--- config.mk ---
export PLATFORM = sky130hd
export DESIGN_NAME = ucd_ctrl
export DESIGN_NICKNAME = d
export VERILOG_FILES = /design/src/rtl/ucd_ctrl.v /design/src/rtl/ucd_rx_buffer.v
export VERILOG_INCLUDE_DIRS = /design/src /design/src/rtl
export SDC_FILE = /design/constraint.sdc
export NUM_CORES = 1
export LEC_CHECK = 0
export ABC_AREA = 1
export BUFFER_PORTS_ARGS = -buffer_cell sky130_fd_sc_hd__clkbuf_2
export CORE_MARGIN = 10
export CORE_UTILIZATION = 48
export CTS_CLUSTER_DIAMETER = 150
export DETAILED_ROUTE_END_ITERATION = 16
export GPL_ROUTABILITY_DRIVEN = 1
export PLACE_DENSITY = 0.78
export SYNTH_ARGS = -nofsm -noshare
export SYNTH_HDL_FRONTEND = slang
export SYNTH_SLANG_ARGS = --single-unit
export TNS_END_PERCENT = 100
--- constraint.sdc ---
create_clock -name i_clk -period 1.5 [get_ports i_clk]
set_input_delay 0.075 -clock i_clk [delete_from_list [all_inputs] [get_ports i_clk]]
set_output_delay 0.075 -clock i_clk [all_outputs]
set_load 0.1 [all_outputs]
--- src/rtl/ucd_regs.vh ---
// Register map, field positions and reset values of the serial control block
`ifndef UCD_REGS_VH
`define UCD_REGS_VH

// ************************************************************
// Register indices and byte addresses
// ************************************************************
`define UCD_IDX_CTRL3      8'h06
`define UCD_IDX_DATA       8'h07
`define UCD_IDX_STATUS     8'h10
`define UCD_IDX_MODE       8'h11
`define UCD_ADDR_CTRL3     8'h18
`define UCD_ADDR_DATA      8'h1C
`define UCD_ADDR_STATUS    8'h40
`define UCD_ADDR_MODE      8'h44

// ************************************************************
// Control register 3 fields
// ************************************************************
`define UCD_C3_RX9_TX10    7
`define UCD_C3_RX10_TX9    6
`define UCD_C3_PIN_DIR     5
`define UCD_C3_TX_INV      4
`define UCD_C3_OVR_IE      3
`define UCD_C3_NOISE_IE    2
`define UCD_C3_FRAME_IE    1
`define UCD_C3_PARITY_IE   0
`define UCD_C3_RESET       8'h00

// ************************************************************
// Status and mode register fields
// ************************************************************
`define UCD_ST_OVR         3
`define UCD_ST_NOISE       2
`define UCD_ST_FRAME       1
`define UCD_ST_PARITY      0
`define UCD_ST_RESET       4'h0
`define UCD_MODE_LOOP      0
`define UCD_MODE_RXSRC     1
`define UCD_MODE_RESET     2'h0

// ************************************************************
// Bus answers
// ************************************************************
`define UCD_RESP_OKAY      2'h0
`define UCD_RESP_SLVERR    2'h2

`endif

--- src/rtl/ucd_ctrl.v ---
// Serial control register 3, data buffer, error interrupts and pin control
//
// Our own choice: the AXI4-Lite register port.
`timescale 1ns/1ps
`include "ucd_regs.vh"

module ucd_ctrl (
	// Clock and reset
	input  wire        i_clk,
	input  wire        i_rst_b,
	// AXI4-Lite write address
	input  wire [7:0]  i_s_axi_awaddr,
	input  wire        i_s_axi_awvalid,
	output wire        o_s_axi_awready,
	// AXI4-Lite write data
	input  wire [31:0] i_s_axi_wdata,
	input  wire [3:0]  i_s_axi_wstrb,
	input  wire        i_s_axi_wvalid,
	output wire        o_s_axi_wready,
	// AXI4-Lite write response
	output reg  [1:0]  o_s_axi_bresp,
	output reg         o_s_axi_bvalid,
	input  wire        i_s_axi_bready,
	// AXI4-Lite read address
	input  wire [7:0]  i_s_axi_araddr,
	input  wire        i_s_axi_arvalid,
	output wire        o_s_axi_arready,
	// AXI4-Lite read data
	output reg  [31:0] o_s_axi_rdata,
	output reg  [1:0]  o_s_axi_rresp,
	output reg         o_s_axi_rvalid,
	input  wire        i_s_axi_rready,
	// Error events from the receiver core, one-cycle pulses
	input  wire        i_overrun_event,
	input  wire        i_noise_event,
	input  wire        i_framing_event,
	input  wire        i_parity_event,
	// Receive shifter side
	input  wire        i_rx_load,
	input  wire [9:0]  i_rx_char,
	input  wire        i_rxd,
	output reg         o_rx_serial,
	output reg         o_rx_read_strobe,
	// Transmit shifter side
	input  wire        i_tx_serial,
	input  wire        i_tx_busy,
	output reg  [9:0]  o_tx_data,
	output reg         o_tx_load,
	// Transmit pin, three signals
	input  wire        i_txd_in,
	output reg         o_txd_out,
	output reg         o_txd_oe,
	// Interrupt request
	output wire        o_irq
);

	// ************************************************************
	// Register state
	// ************************************************************
	reg         tx_tenth_bit;
	reg         tx_ninth_bit;
	reg         single_wire_pin_direction;
	reg         transmit_polarity_invert;
	reg  [3:0]  irq_enable;
	reg  [3:0]  error_status;
	reg  [3:0]  next_error_status;
	reg         loop_select;
	reg         receiver_source_select;
	reg         drive_hold;
	wire [9:0]  rx_buffer;

	// ************************************************************
	// Bus write channel state
	// ************************************************************
	reg         aw_held;
	reg         w_held;
	reg  [7:0]  aw_addr;
	reg  [31:0] w_data;
	reg  [3:0]  w_strb;
	wire        wr_do;
	wire        wr_lane0;
	wire        rd_take;
	wire        single_wire;
	wire        pin_drive;
	reg  [31:0] next_rdata;
	reg  [1:0]  next_rresp;
	wire [3:0]  error_events;
	wire        status_read;

	// Handshake readiness
	assign o_s_axi_awready = !aw_held && !o_s_axi_bvalid;
	assign o_s_axi_wready  = !w_held && !o_s_axi_bvalid;
	assign o_s_axi_arready = !o_s_axi_rvalid;
	assign wr_do           = aw_held && w_held && !o_s_axi_bvalid;
	assign wr_lane0        = wr_do && w_strb[0];
	assign rd_take         = i_s_axi_arvalid && !o_s_axi_rvalid;
	assign status_read     = rd_take && (i_s_axi_araddr == `UCD_ADDR_STATUS);

	// ************************************************************
	// Write address and data capture, either order
	// ************************************************************
	always @(posedge i_clk or negedge i_rst_b) begin
		if (!i_rst_b) begin
			aw_held <= 1'b0;
			w_held  <= 1'b0;
			aw_addr <= 8'h00;
			w_data  <= 32'h00000000;
			w_strb  <= 4'h0;
		end else begin
			// Address half waits here until its data arrives
			if (i_s_axi_awvalid && o_s_axi_awready) begin
				aw_held <= 1'b1;
				aw_addr <= i_s_axi_awaddr;
			end else if (wr_do) begin
				aw_held <= 1'b0;
			end
			// Data half waits here until its address arrives
			if (i_s_axi_wvalid && o_s_axi_wready) begin
				w_held <= 1'b1;
				w_data <= i_s_axi_wdata;
				w_strb <= i_s_axi_wstrb;
			end else if (wr_do) begin
				w_held <= 1'b0;
			end
		end
	end

	// Write response, one cycle after both halves are held
	always @(posedge i_clk or negedge i_rst_b) begin
		if (!i_rst_b) begin
			o_s_axi_bvalid <= 1'b0;
			o_s_axi_bresp  <= `UCD_RESP_OKAY;
		end else if (wr_do) begin
			o_s_axi_bvalid <= 1'b1;
			// Only the four mapped words answer OKAY
			case (aw_addr)
				`UCD_ADDR_CTRL3,
				`UCD_ADDR_DATA,
				`UCD_ADDR_STATUS,
				`UCD_ADDR_MODE: begin
					o_s_axi_bresp <= `UCD_RESP_OKAY;
				end
				default: begin
					o_s_axi_bresp <= `UCD_RESP_SLVERR;
				end
			endcase
		end else if (o_s_axi_bvalid && i_s_axi_bready) begin
			o_s_axi_bvalid <= 1'b0;
		end
	end

	// ************************************************************
	// Control register 3 and mode register
	// ************************************************************
	always @(posedge i_clk or negedge i_rst_b) begin
		if (!i_rst_b) begin
			tx_tenth_bit              <= 1'b0;
			tx_ninth_bit              <= 1'b0;
			single_wire_pin_direction <= 1'b0;
			transmit_polarity_invert  <= 1'b0;
			irq_enable                <= 4'h0;
			loop_select               <= 1'b0;
			receiver_source_select    <= 1'b0;
		end else if (wr_lane0) begin
			if (aw_addr == `UCD_ADDR_CTRL3) begin
				tx_tenth_bit              <= w_data[`UCD_C3_RX9_TX10];
				tx_ninth_bit              <= w_data[`UCD_C3_RX10_TX9];
				single_wire_pin_direction <= w_data[`UCD_C3_PIN_DIR];
				transmit_polarity_invert  <= w_data[`UCD_C3_TX_INV];
				irq_enable                <= w_data[3:0];
			end
			if (aw_addr == `UCD_ADDR_MODE) begin
				loop_select            <= w_data[`UCD_MODE_LOOP];
				receiver_source_select <= w_data[`UCD_MODE_RXSRC];
			end
		end
	end

	// ************************************************************
	// Transmit buffer load from the data location
	// ************************************************************
	always @(posedge i_clk or negedge i_rst_b) begin
		if (!i_rst_b) begin
			o_tx_data <= 10'h000;
			o_tx_load <= 1'b0;
		end else begin
			o_tx_load <= wr_lane0 && (aw_addr == `UCD_ADDR_DATA);
			if (wr_lane0 && (aw_addr == `UCD_ADDR_DATA)) begin
				// Extra bits taken from control register at this write
				o_tx_data <= {tx_tenth_bit, tx_ninth_bit, w_data[7:0]};
			end
		end
	end

	// ************************************************************
	// Receive buffer
	// ************************************************************
	// Buffer takes a new character on the same edge that samples the load pulse
	ucd_rx_buffer u_rx_buffer (
		.i_clk   (i_clk),
		.i_rst_b (i_rst_b),
		.i_load  (i_rx_load),
		.i_char  (i_rx_char),
		.o_char  (rx_buffer)
	);

	// ************************************************************
	// Read data multiplexer
	// ************************************************************
	always @* begin
		// Chosen from the bus address, unmapped reads give zero
		next_rdata = 32'h00000000;
		next_rresp = `UCD_RESP_OKAY;
		case (i_s_axi_araddr)
			`UCD_ADDR_CTRL3: begin
				// Reads show received extra bits, not transmit ones
				next_rdata[7:0] = {rx_buffer[8], rx_buffer[9],
					single_wire_pin_direction, transmit_polarity_invert,
					irq_enable};
			end
			`UCD_ADDR_DATA: begin
				next_rdata[7:0] = rx_buffer[7:0];
			end
			`UCD_ADDR_STATUS: begin
				next_rdata[3:0] = error_status;
			end
			`UCD_ADDR_MODE: begin
				next_rdata[1:0] = {receiver_source_select, loop_select};
			end
			default: begin
				next_rresp = `UCD_RESP_SLVERR;
			end
		endcase
	end

	// Read answer one cycle after the address is taken
	always @(posedge i_clk or negedge i_rst_b) begin
		if (!i_rst_b) begin
			o_s_axi_rvalid   <= 1'b0;
			o_s_axi_rdata    <= 32'h00000000;
			o_s_axi_rresp    <= `UCD_RESP_OKAY;
			o_rx_read_strobe <= 1'b0;
		end else begin
			// Tells the core the data location was read
			o_rx_read_strobe <= rd_take && (i_s_axi_araddr == `UCD_ADDR_DATA);
			if (rd_take) begin
				o_s_axi_rvalid <= 1'b1;
				o_s_axi_rdata  <= next_rdata;
				o_s_axi_rresp  <= next_rresp;
			end else if (o_s_axi_rvalid && i_s_axi_rready) begin
				o_s_axi_rvalid <= 1'b0;
			end
		end
	end

	// ************************************************************
	// Sticky error status, cleared by a read, set wins
	// ************************************************************
	// Event pulses in status bit order
	assign error_events = {i_overrun_event, i_noise_event, i_framing_event, i_parity_event};

	always @* begin
		// Clear first, so an event in the same cycle survives
		next_error_status = error_status;
		if (status_read) begin
			next_error_status = 4'h0;
		end
		next_error_status = next_error_status | error_events;
	end

	always @(posedge i_clk or negedge i_rst_b) begin
		if (!i_rst_b) begin
			error_status <= `UCD_ST_RESET;
		end else begin
			error_status <= next_error_status;
		end
	end

	// Interrupt request, level while an enabled flag is set
	assign o_irq = (error_status[`UCD_ST_OVR]    & irq_enable[`UCD_C3_OVR_IE])
	             | (error_status[`UCD_ST_NOISE]  & irq_enable[`UCD_C3_NOISE_IE])
	             | (error_status[`UCD_ST_FRAME]  & irq_enable[`UCD_C3_FRAME_IE])
	             | (error_status[`UCD_ST_PARITY] & irq_enable[`UCD_C3_PARITY_IE]);

	// ************************************************************
	// Single-wire pin direction
	// ************************************************************
	assign single_wire = loop_select && receiver_source_select;

	// Keep driving until the character in flight has finished
	always @(posedge i_clk or negedge i_rst_b) begin
		if (!i_rst_b) begin
			drive_hold <= 1'b0;
		end else if (single_wire_pin_direction) begin
			drive_hold <= 1'b1;
		end else if (!i_tx_busy) begin
			drive_hold <= 1'b0;
		end
	end

	// Drive while direction is set or the last character drains
	assign pin_drive = single_wire_pin_direction || (drive_hold && i_tx_busy);

	// ************************************************************
	// Pin and receiver source routing
	// ************************************************************
	always @(posedge i_clk or negedge i_rst_b) begin
		if (!i_rst_b) begin
			o_txd_out   <= 1'b1;
			o_txd_oe    <= 1'b0;
			o_rx_serial <= 1'b1;
		end else begin
			// Inversion covers idle and break too
			o_txd_out <= i_tx_serial ^ transmit_polarity_invert;
			if (single_wire) begin
				// Direction decides who owns the shared line
				o_txd_oe    <= pin_drive;
				o_rx_serial <= pin_drive ? 1'b1 : i_txd_in;
			end else if (loop_select) begin
				// Transmitter feeds the receiver internally
				o_txd_oe    <= 1'b1;
				o_rx_serial <= i_tx_serial;
			end else begin
				// Separate receive pin
				o_txd_oe    <= 1'b1;
				o_rx_serial <= i_rxd;
			end
		end
	end

endmodule // ucd_ctrl

--- src/rtl/ucd_rx_buffer.v ---
// Receive data holding buffer with registered read port
`timescale 1ns/1ps

module ucd_rx_buffer (
	// Clock and reset
	input  wire       i_clk,
	input  wire       i_rst_b,
	// Load side from the receive shifter
	input  wire       i_load,
	input  wire [9:0] i_char,
	// Read side
	output reg  [9:0] o_char
);

	// Hold the last received character until the next load
	always @(posedge i_clk or negedge i_rst_b) begin
		if (!i_rst_b) begin
			o_char <= 10'h000;
		end else if (i_load) begin
			o_char <= i_char;
		end
	end

endmodule // ucd_rx_buffer

## After elaboration in Yosys (flattened, before gate mapping)

Index checks and enable logic that the tools add are counted.

| cells by class | value |
|---|---|
| equal/unequal tests | 9 |
| multiplexer cells | 19 |
| bitwise gates (word level) | 9 |
| reduce and logical (&&, ||, !) cells | 28 |

Operators with widths:

| kind | count |
|---|---|
| $eq 8x5->1 const B | 4 |
| $eq 8x7->1 const B | 4 |
| $logic_and 1x1->1 | 15 |
| $mux 1 | 13 |
| $pmux 2 s4 | 1 |
| $pmux 4 s2 | 1 |
| $reduce_bool 2->1 | 4 |
| $reduce_or 4->1 | 2 |
| $pmux 2 s3 | 1 |
| $and 1x1->1 | 4 |
| $logic_not 1->1 | 4 |
| $mux 2 | 2 |
| $mux 4 | 1 |
| $or 4x4->4 | 1 |
| $reduce_and 2->1 | 2 |
| $or 1x1->1 | 3 |
| $ne 2x1->1 const B | 1 |
| $logic_or 1x1->1 | 1 |
| $xor 1x1->1 | 1 |

| word-level totals | value |
|---|---|
| register bits | 73 |
| input port bits | 78 |
| output and inout bits | 57 |
| logic and storage cells | 91 |

## Depth between registers and ports, before layout

Gate-level depths: netlist of run 1.

| depth | value |
|---|---|
| depth in word-level cells | 5 |
| depth in mapped cells | 7 |
| gate-level depth less buffers | 7 |

## By module

From an unflattened synthesis of run 1, not the netlist that was laid out.

| second synthesis, totals | value |
|---|---|
| cells, all modules | 364 |
| area, all modules | 3279.4 µm² |

By module, submodules not included:

| module | times used | cells an instance | area each (µm²) |
|---|---|---|---|
| ucd_ctrl | 1 | 322 | 2901.5 |
| ucd_rx_buffer | 1 | 42 | 377.9 |

## Worst setup path before layout of run 1

OpenSTA, ideal clock, no wires.

| path | value |
|---|---|
| path type | reg2reg |
| start | register o_s_axi_bvalid |
| end | register aw_addr[5] |
| setup time | 0.124 ns |
| data arrival time | 2.996 ns |
| slack | -1.620 ns |
| cell stages (with the launch flop) | 6 |
| period minus slack after synthesis | 3.120 ns |
| cells stage by stage | dfrtp_1 nor2_1 nand2_1 buf_2 nor2_1 a21oi_1 |

| between the ends | value |
|---|---|
| word-level cells in the longest chain between the ends | 3 |

Ends and longest elaborated chain:

| element | RTL line | source |
|---|---|---|
| start, declared | ucd_ctrl.v:22 | `output reg o_s_axi_bvalid,` |
| start signal, assigned | ucd_ctrl.v:131 | `o_s_axi_bvalid <= 1'b0;` |
| start signal, assigned | ucd_ctrl.v:134 | `o_s_axi_bvalid <= 1'b1;` |
| start signal, assigned | ucd_ctrl.v:148 | `o_s_axi_bvalid <= 1'b0;` |
| $logic_not 1->1 | ucd_ctrl.v:91 | `assign o_s_axi_awready = !aw_held && !o_s_axi_bvalid;` |
| $logic_and 1x1->1 | ucd_ctrl.v:91 |  |
| net o_s_axi_awready | ucd_ctrl.v:14 | `output wire o_s_axi_awready,` |
| $logic_and 1x1->1 | ucd_ctrl.v:111 | `if (i_s_axi_awvalid && o_s_axi_awready) begin` |
| end signal, assigned | ucd_ctrl.v:113 | `aw_addr <= i_s_axi_awaddr;` |
| end, declared | ucd_ctrl.v:77 | `reg [7:0] aw_addr;` |

The timed path passes the listed nets, and every way through them passes these cells.
A chain may end at the register's enable or synchronous reset.

## Final worst setup path of run 1

| path | value |
|---|---|
| start | register o_s_axi_bvalid |
| end | output o_s_axi_bvalid |

No word-level cell between the ends.

==> results.md, run 1 <==
- Outcome: finished clean
- Final Hold Fails: 0
- Measured slew at the worst slew-check pin: 566 ps
- ANT nets after route: 0
- GRT Total Usage: 16.0%
- Post-Route WL: 7.78 mm
- CTS sink count: 71
- Async SR Flop Fraction: 100%
- Switching power: 2710 µW
- Slew margin rel.: 62.4%
- CP max FO: 3
- GR Overflow Total: 0
- Antenna violations before repair: 0
- CP top delay family: buffers and inverters
- Die area: 10400 µm²
- PwrDens: 1450 nW/µm²
- Core area: approximately 6500 µm²
- Dpl cells: 497
- Worst Clk Skew: between 5 and 6 ps
- Peak VDD IR: 1.76 mV
- LEAKAGE: 0.00230 µW
- Synth Register Bits: 71
- GP Congestion: ~0.83
- Flop pwr share: 39.2%
- Crit Path Class: register to output pin
- Area leader, netlist: dfrtp_1
- DRC viols: 0
- Mux cell area share after synthesis: 4.13%
- Die Wd: just over 100 µm
- CP bufs+invs: 2
- DRT iter0 DRCs: between 40 and 50
- Critical-path cell list: buf_4 > clkbuf_2
- Antenna Cells: 0
- Synth top cells by count: 78 x nand2_1, 69 x dfrtp_1, 30 x inv_1
- Startpoint type of the worst setup path: register
- Routed len/inst: 14.2 µm
- Worst path max stage delay: between 400 and 500 ps
- Switching Fraction: 43.1%
- Via-to-Cell Ratio: around 4.8
- Unrepaired setup endpoints after global routing: false
- Fin cells: between 500 and 600
- Vias: 2641
- Internal power: about 3600 µW
- Dpl hpwl: 5.88 mm
- Vias in the first global route: 2743
- Post-synthesis compound-gate area fraction: under 10%
- CTS tree: done
- # fillers: 490
- CP max stage cell: clkbuf_2
- Synth Area in Adders: 0%
- Final Worst Setup Slack: 67.7 ps
- Share of layout cells above drive strength 1: 35.4%
- Io pins: 135
- Yosys top cell area share: 53.3%
- Largest family of logic cells by synthesized area: simple AND/OR/NAND/NOR gates
- First-pass GRT wire length: 13.2 mm
- Combinational share of power: between 40% and 50%
- Critical Path End Type: output pin
- Worst-case reg-to-reg path depth: 4
- FMAX: 698 MHz
- Worst skew pair latency: 340 ps
- Clock transition at path regs: approximately 70 ps
- Post-Syn Area: about 3200 µm²
- Count leader, synth: nand2_1
- Seq/Total Area, Yosys: 54.9%
- Port Buffers: 81
- Gate Count Post-Synth: roughly 340
- Number of setup violations in the final report: 0
- # rows: 29
- Max-cap violations: 0
- Post-synth EDFFs: 0
- Largest net degree at the start of global routing: 23
- CP arrival: 1360 ps
- Final Core Density: 67.2%
- Crit path depth: 2
- Count of cell types in the netlist: 26
- Initial Utilization: 50.2%
- Synth top area cells: dfrtp_1 53%, nand2_1 9.0%, buf_4 6.0%
- Post-Synth XOR/XNOR Area: 0.270%
- Total CTS buffers: 9
- Yosys warns: 0
- Fin crit period: between 1000 and 1500 ps
- Mean area per synthesized cell: ~9.5 µm²
- Crit path required time: 1420 ps
- Post-synthesis simple-gate area fraction: 20.0%
- Layout area overhead: 33.8%
- Vert. Die Dim: just over 100 µm
- Max Slew Vio Count: 0
- Nets: between 500 and 600
- Most frequently used flop master after synthesis: dfrtp_1
- # Post-CTS Setup Buffers: 0
- Htree depth: 3
- Clock share of power: 20.4%
- CTS Root Cell: clkbuf_8
- Max clock buf depth: 2
- Pre-antenna DRT Iters: 4
- FF-to-FF setup slack: 160 ps
- Cell count of the worst hold path: 3
- Worst slack at placement: 74.6 ps
- Worst Hold Class: primary input to register
- Period utilization: ~95%
-- final cells by class --
type / count / area, µm² / share of cell area (%)
Clock buffer: 14 / 153 / 3.52
Inverter: 33 / 128 / 2.94
Sequential cell: 71 / 1790 / 41.2
Multi-Input combinational cell: 230 / 1300 / 29.9
Tap cell: 77 / 96.3 / 2.22
Timing Repair Buffer: 123 / 871 / 20.1
Clock inverter: 1 / 5.00 / 0.115
-- cell families after synthesis --
group / count (synthesis)
compound gates: 47
xor+xnor: 1
buf+inv: 65
flops: 71
mux: 12
other cells: 1
simple gates: 144
-- timing repair --
action                                 in CTS  in global routing
endpoints found under the hold margin      91                  0
hold buffers                               37                  0
resized for setup                           0                  4
setup endpoints to repair                   0                 19
-- routing by layer --
layer | GRT usage [%] | wire, µm | vias up
met5 | 0 | 0 | -
met4 | 6.18 | 77 | 0
met3 | 5.80 | 671 | 8
met2 | 26.9 | 3910 | 89
met1 | 18.1 | 3120 | 1246
li1 | - | - | 1298
-- cells in the final DEF (no fill, tap or decap), types with 3 or more instances in the layout --
cell and n:
nand3_2 3, o21ai_2 16, inv_1 29, nor2_1 22
nand2_1 76, nand4_1 3, inv_2 3, conb_1 26
clkbuf_2 76, o21bai_1 4, dlygate4sd3_1 37, clkbuf_1 4
a21oi_1 4, buf_4 4, nor2_2 6, buf_12 4
o21ai_0 7, mux2_2 11, a21oi_2 14, clkbuf_8 10
nand2_4 5, nor2_4 4, dfrtp_1 67, nand3_1 20
-- stage by stage --
step           hold WS (ps)  cell area, µm²  power, µW  setup TNS [ps]
3_5_place_dp           27.7            3790       4950               0
3_3_place_gp           18.0            3790       4880               0
4_1_cts                9.03            4320       6320               0
2_1_floorplan          -221            3460       4470           -6950
5_1_grt                50.1            4340       6650               0
6_report               28.8            4340       6290               0
-- final timing paths --
check / startpoint / endpoint
setup / recovery: o_s_axi_bvalid$_DFFE_PN0P_ / o_s_axi_bvalid
hold / removal: i_rxd / o_rx_serial$_DFF_PN1_
setup reg to reg: o_s_axi_bvalid$_DFFE_PN0P_ / aw_addr[6]$_DFFE_PN0P_
hold reg to reg: o_s_axi_rdata[3]$_DFFE_PN0N_ / o_s_axi_rdata[3]$_DFFE_PN0N_
max in group asynchronous: i_rst_b / o_rx_serial$_DFF_PN1_
min in group asynchronous: i_rst_b / o_s_axi_rdata[0]$_DFFE_PN0N_
-- flip-flops by register name (all words and copies together) (netlist names), 4 cells and up --
name,count
o_tx_data,10
u_rx_buffer.o_char,10
aw_addr,8
o_s_axi_rdata,8
w_data,8
error_status,4
irq_enable,4
-- power groups by stage --
stage,combinational [µW],sequential [µW],clock [µW]
5_1_grt,2740,2510,1400
2_1_floorplan,1560,2920,0
3_3_place_gp,2400,2480,0
6_report,2540,2470,1280
3_5_place_dp,2450,2500,0
4_1_cts,2530,2470,1320
-- worst reg2reg max path: cells and delay by family (launching register included) --
| family | cells | cell delay [ps] |
|---|---|---|
| multiplexers | 1 | 300 |
| AND/OR/NAND/NOR | 2 | 290 |
| flip-flops | 1 | 480 |
| buffers and inverters | 1 | 160 |
No activity file was read; power rests on OpenSTA's default activity.
==> run 2, diff against run 1 <==
--- a/config.mk
+++ b/config.mk
@@ -6,14 +6,14 @@
 export SDC_FILE = /design/constraint.sdc
 export NUM_CORES = 1
 export LEC_CHECK = 0
-export ABC_AREA = 1
+export ABC_AREA = 0
 export BUFFER_PORTS_ARGS = -buffer_cell sky130_fd_sc_hd__clkbuf_2
 export CORE_MARGIN = 10
-export CORE_UTILIZATION = 48
+export CORE_UTILIZATION = 47
 export CTS_CLUSTER_DIAMETER = 150
 export DETAILED_ROUTE_END_ITERATION = 16
 export GPL_ROUTABILITY_DRIVEN = 1
-export PLACE_DENSITY = 0.78
+export PLACE_DENSITY = 0.77
 export SYNTH_ARGS = -nofsm -noshare
 export SYNTH_HDL_FRONTEND = slang
 export SYNTH_SLANG_ARGS = --single-unit
==> run 2 against run 1 <==
The flow now finishes with violations (negative setup slack). Die area decreased by 1.8%. Total power decreased by 2.4%. Combinational power decreased by 13%. Sequential share of layout area increased by 1.4 points. Wire length decreased by 11%. Utilization decreased by 1.5 points. Register-to-register slack got worse by 210 ps. Design area decreased by 3.3%. Cell count decreased by 19%. Worst setup slack got worse by 120 ps. Count of clock-buffer cells in the layout decreased by 3.
==> results.md, run 2 <==
- Outcome: complete, but fails checks
- Violated checks: negative setup slack
- Worst hold start: i_txd_in
- Number of setup violations in the final report: 18
- Measured slew at the worst slew-check pin: 556 ps
- Htree depth: 3
- PwrDens: 1460 nW/µm²
- GR Util met3: roughly 4.6%
- FMAX: between 600 and 700 MHz
- DRT iter0 DRCs: 50
- Reg2reg end: o_tx_data[2]$_DFFE_PN0P_
- Combinational share of power: between 30 and 40%
- Antenna violations before repair: 0
- FF-to-FF setup slack: -50 ps
- Post-Syn Area: slightly above 3000 µm²
- Max-cap violations: 0
- Fin crit period: 1550 ps
- GRT met1 Usage: 15.9%
- Switching Fraction: 39.5%
- Yosys top cell area share: between 50% and 60%
- Count of cell types in the netlist: 35
- GR Overflow Total: 0
- Internal power: 3720 µW
- GRT Total Usage: 14.1%
- Seq/Total Area, Yosys: 57.4%
- GP Congestion: about 0.83
- Max Slew Vio Count: 0
- Met2 Usage GRT: 24.5%
- Max clock buf depth: 2
- Period utilization: 103%
- Yosys warns: 0
- Synth Register Bits: 71
- Die area: between 10000 and 15000 µm²
- CTS tree: done
- Multi-input gate area: 1200 µm²
- CTS sink count: 71
- CP max FO: 10
- Worst skew pair latency: ~330 ps
- LEAKAGE: 0.00209 µW
- Area leader, netlist: dfrtp_1
- Largest net degree at the start of global routing: 42
- Routed len/inst: 15.5 µm
- WHS: ~120 ps
- Most frequently used flop master after synthesis: dfrtp_1
- CP arrival: 1760 ps
- Commonest cells after routing, fill and taps aside: 77 x clkbuf_2, 67 x dfrtp_1, 51 x mux2_2, 37 x dlygate4sd3_1, 26 x conb_1
- ANT nets after route: 0
- Port Buffers: 81
- Flop pwr share: 42.1%
- # fillers: between 400 and 500
- Antenna Cells: 0
- Crit path launch: aw_addr[1]$_DFFE_PN0P_
- Initial Utilization: 48.6%
- Placed Area: about 3600 µm²
- Io pins: 135
- Final Worst Setup Slack: -52.1 ps
- Gate Count Post-Synth: 230
- Via-to-Cell Ratio: 4.86
- Slew margin rel.: 63.1%
- Reg2reg start: aw_addr[1]$_DFFE_PN0P_
- Final Hold Fails: 0
- Count leader, synth: dfrtp_1
- Async SR Flop Fraction: 100%
- Peak VDD IR: around 2.1 mV
- Crit path required time: 1710 ps
- Vias: 2168
- Dpl hpwl: approximately 5.2 mm
- Worst Clk Skew: 10.2 ps
- First-pass GRT wire length: 11.7 mm
- Die Wd: approximately 100 µm
- Flip-flop and latch area: 1790 µm²
- Largest regs: o_tx_data x10, u_rx_buffer.o_char x10
- Synth top area cells: dfrtp_1 56%, mux2_2 19%, buf_4 6.3%
- Worst slack at placement: -42.1 ps
- Vert. Die Dim: 101 µm
- Pre-antenna DRT Iters: 4
- Core area: 6390 µm²
- Layout area overhead: 35.3%
- Final instance area: 4200 µm²
- Hold endpoint: o_rx_serial$_DFF_PN1_
- Unrepaired setup endpoints after global routing: true
- Crit Path Class: register to register
- # rows: 29
- Clock share of power: 21.7%
- Mean area per synthesized cell: 13.5 µm²
- Post-Route WL: 6.93 mm
- Worst-case reg-to-reg path depth: 4
- Clock transition at path regs: 80 ps
- CTS Root Cell: clkbuf_8
- Top Usage Layer GRT: met2
- Vias in the first global route: approximately 2400
- Cell count of the worst hold path: 4
- Total CTS buffers: 9
- DRC viols: 0
- Startpoint type of the worst setup path: register
- Commonest non-fill, non-tap cell in the layout: clkbuf_2
- Worst Hold Class: primary input to register
- Switching power: 2420 µW
- Critical Path End Type: register
- # Post-CTS Setup Buffers: 0
- Share of layout cells above drive strength 1: 47.4%
- Synth top cells by count: 69 x dfrtp_1, 52 x mux2_2, 26 x buf_4
- Tot Pwr: 6140 µW
- Post-synth EDFFs: 0
- Nets: between 400 and 500
-- run 2: cell count changes after synthesis, moves of 17 or more --
cell,before,now
inv_1,30,5
mux2_2,11,52
nor2_1,24,3
a21oi_1,18,1
nand2_1,78,11
-- run 2: cells by family (layout without fill, tap and decap cells) --
| family | after synthesis | count (layout) | synth area share, % |
|---|---|---|---|
| buffers and inverters | 37 | 151 | 7.75 |
| XOR/XNOR | 1 | 1 | 0.282 |
| flip-flops | 71 | 71 | 57.4 |
| AO/OA/AOI/OAI | 28 | 28 | 5.93 |
| multiplexers | 56 | 56 | 20.2 |
| AND/OR/NAND/NOR | 36 | 36 | 8.39 |
| other | 1 | 26 | 0.121 |
-- run 2: through the flow --
step	utilization, %	TNS, ps	std cells
5_1_grt	65.7	-2340	446
3_3_place_gp	56.9	-298	393
2_1_floorplan	-	-10670	255
4_1_cts	65.5	-847	446
3_5_place_dp	56.9	-465	393
6_report	65.7	-503	446
-- run 2: timing repair --
item                                    4_1_cts  5_1_grt
resized for setup                             1        6
gates cloned                                  0        0
hold buffers                                 37        0
hold endpoints to repair                    106        0
pin swaps                                     1        1
endpoints found under the setup margin       18       31
-- run 2: worst max-delay path, stage by stage, from the launching register on --
cell	delay (ps)
dfrtp_1	420
nor4_4	260
buf_4	180
nand4_4	210
mux2_2	350
-- run 2: final cells by class --
class	instances	share of cell area (%)
Clock inverter	5	0.805
Inverter	5	0.537
Sequential cell	71	42.6
Clock buffer	11	3.37
Tap cell	77	2.30
Multi-Input combinational cell	147	28.6
Timing Repair Buffer	130	21.8
-- run 2: how the worst max path moves through the flow --
stage | to | cells after the start
floorplan | w_data[0]$_DFFE_PN0P_ | 4
global placement | o_tx_data[2]$_DFFE_PN0P_ | 4
detailed placement | o_tx_data[2]$_DFFE_PN0P_ | 4
CTS | irq_enable[0]$_DFFE_PN0P_ | 4
global route | irq_enable[0]$_DFFE_PN0P_ | 4
finish | o_tx_data[2]$_DFFE_PN0P_ | 4
-- run 2: power by group through the flow --
| stage | Clock (µW) | Combinational (µW) | Sequential [µW] |
|---|---|---|---|
| 4_1_cts | 1380 | 2210 | 2590 |
| 6_report | 1330 | 2220 | 2580 |
| 2_1_floorplan | 0 | 1380 | 2930 |
| 5_1_grt | 1470 | 2360 | 2650 |
| 3_5_place_dp | 0 | 2120 | 2630 |
| 3_3_place_gp | 0 | 2090 | 2610 |
-- run 2: metal layers --
layer  up-vias  part of all wire (%)
met2        78                    50
li1       1038                     -
met5         -                     0
met1      1044                    40
met3         8                   9.6
met4         0                  0.94
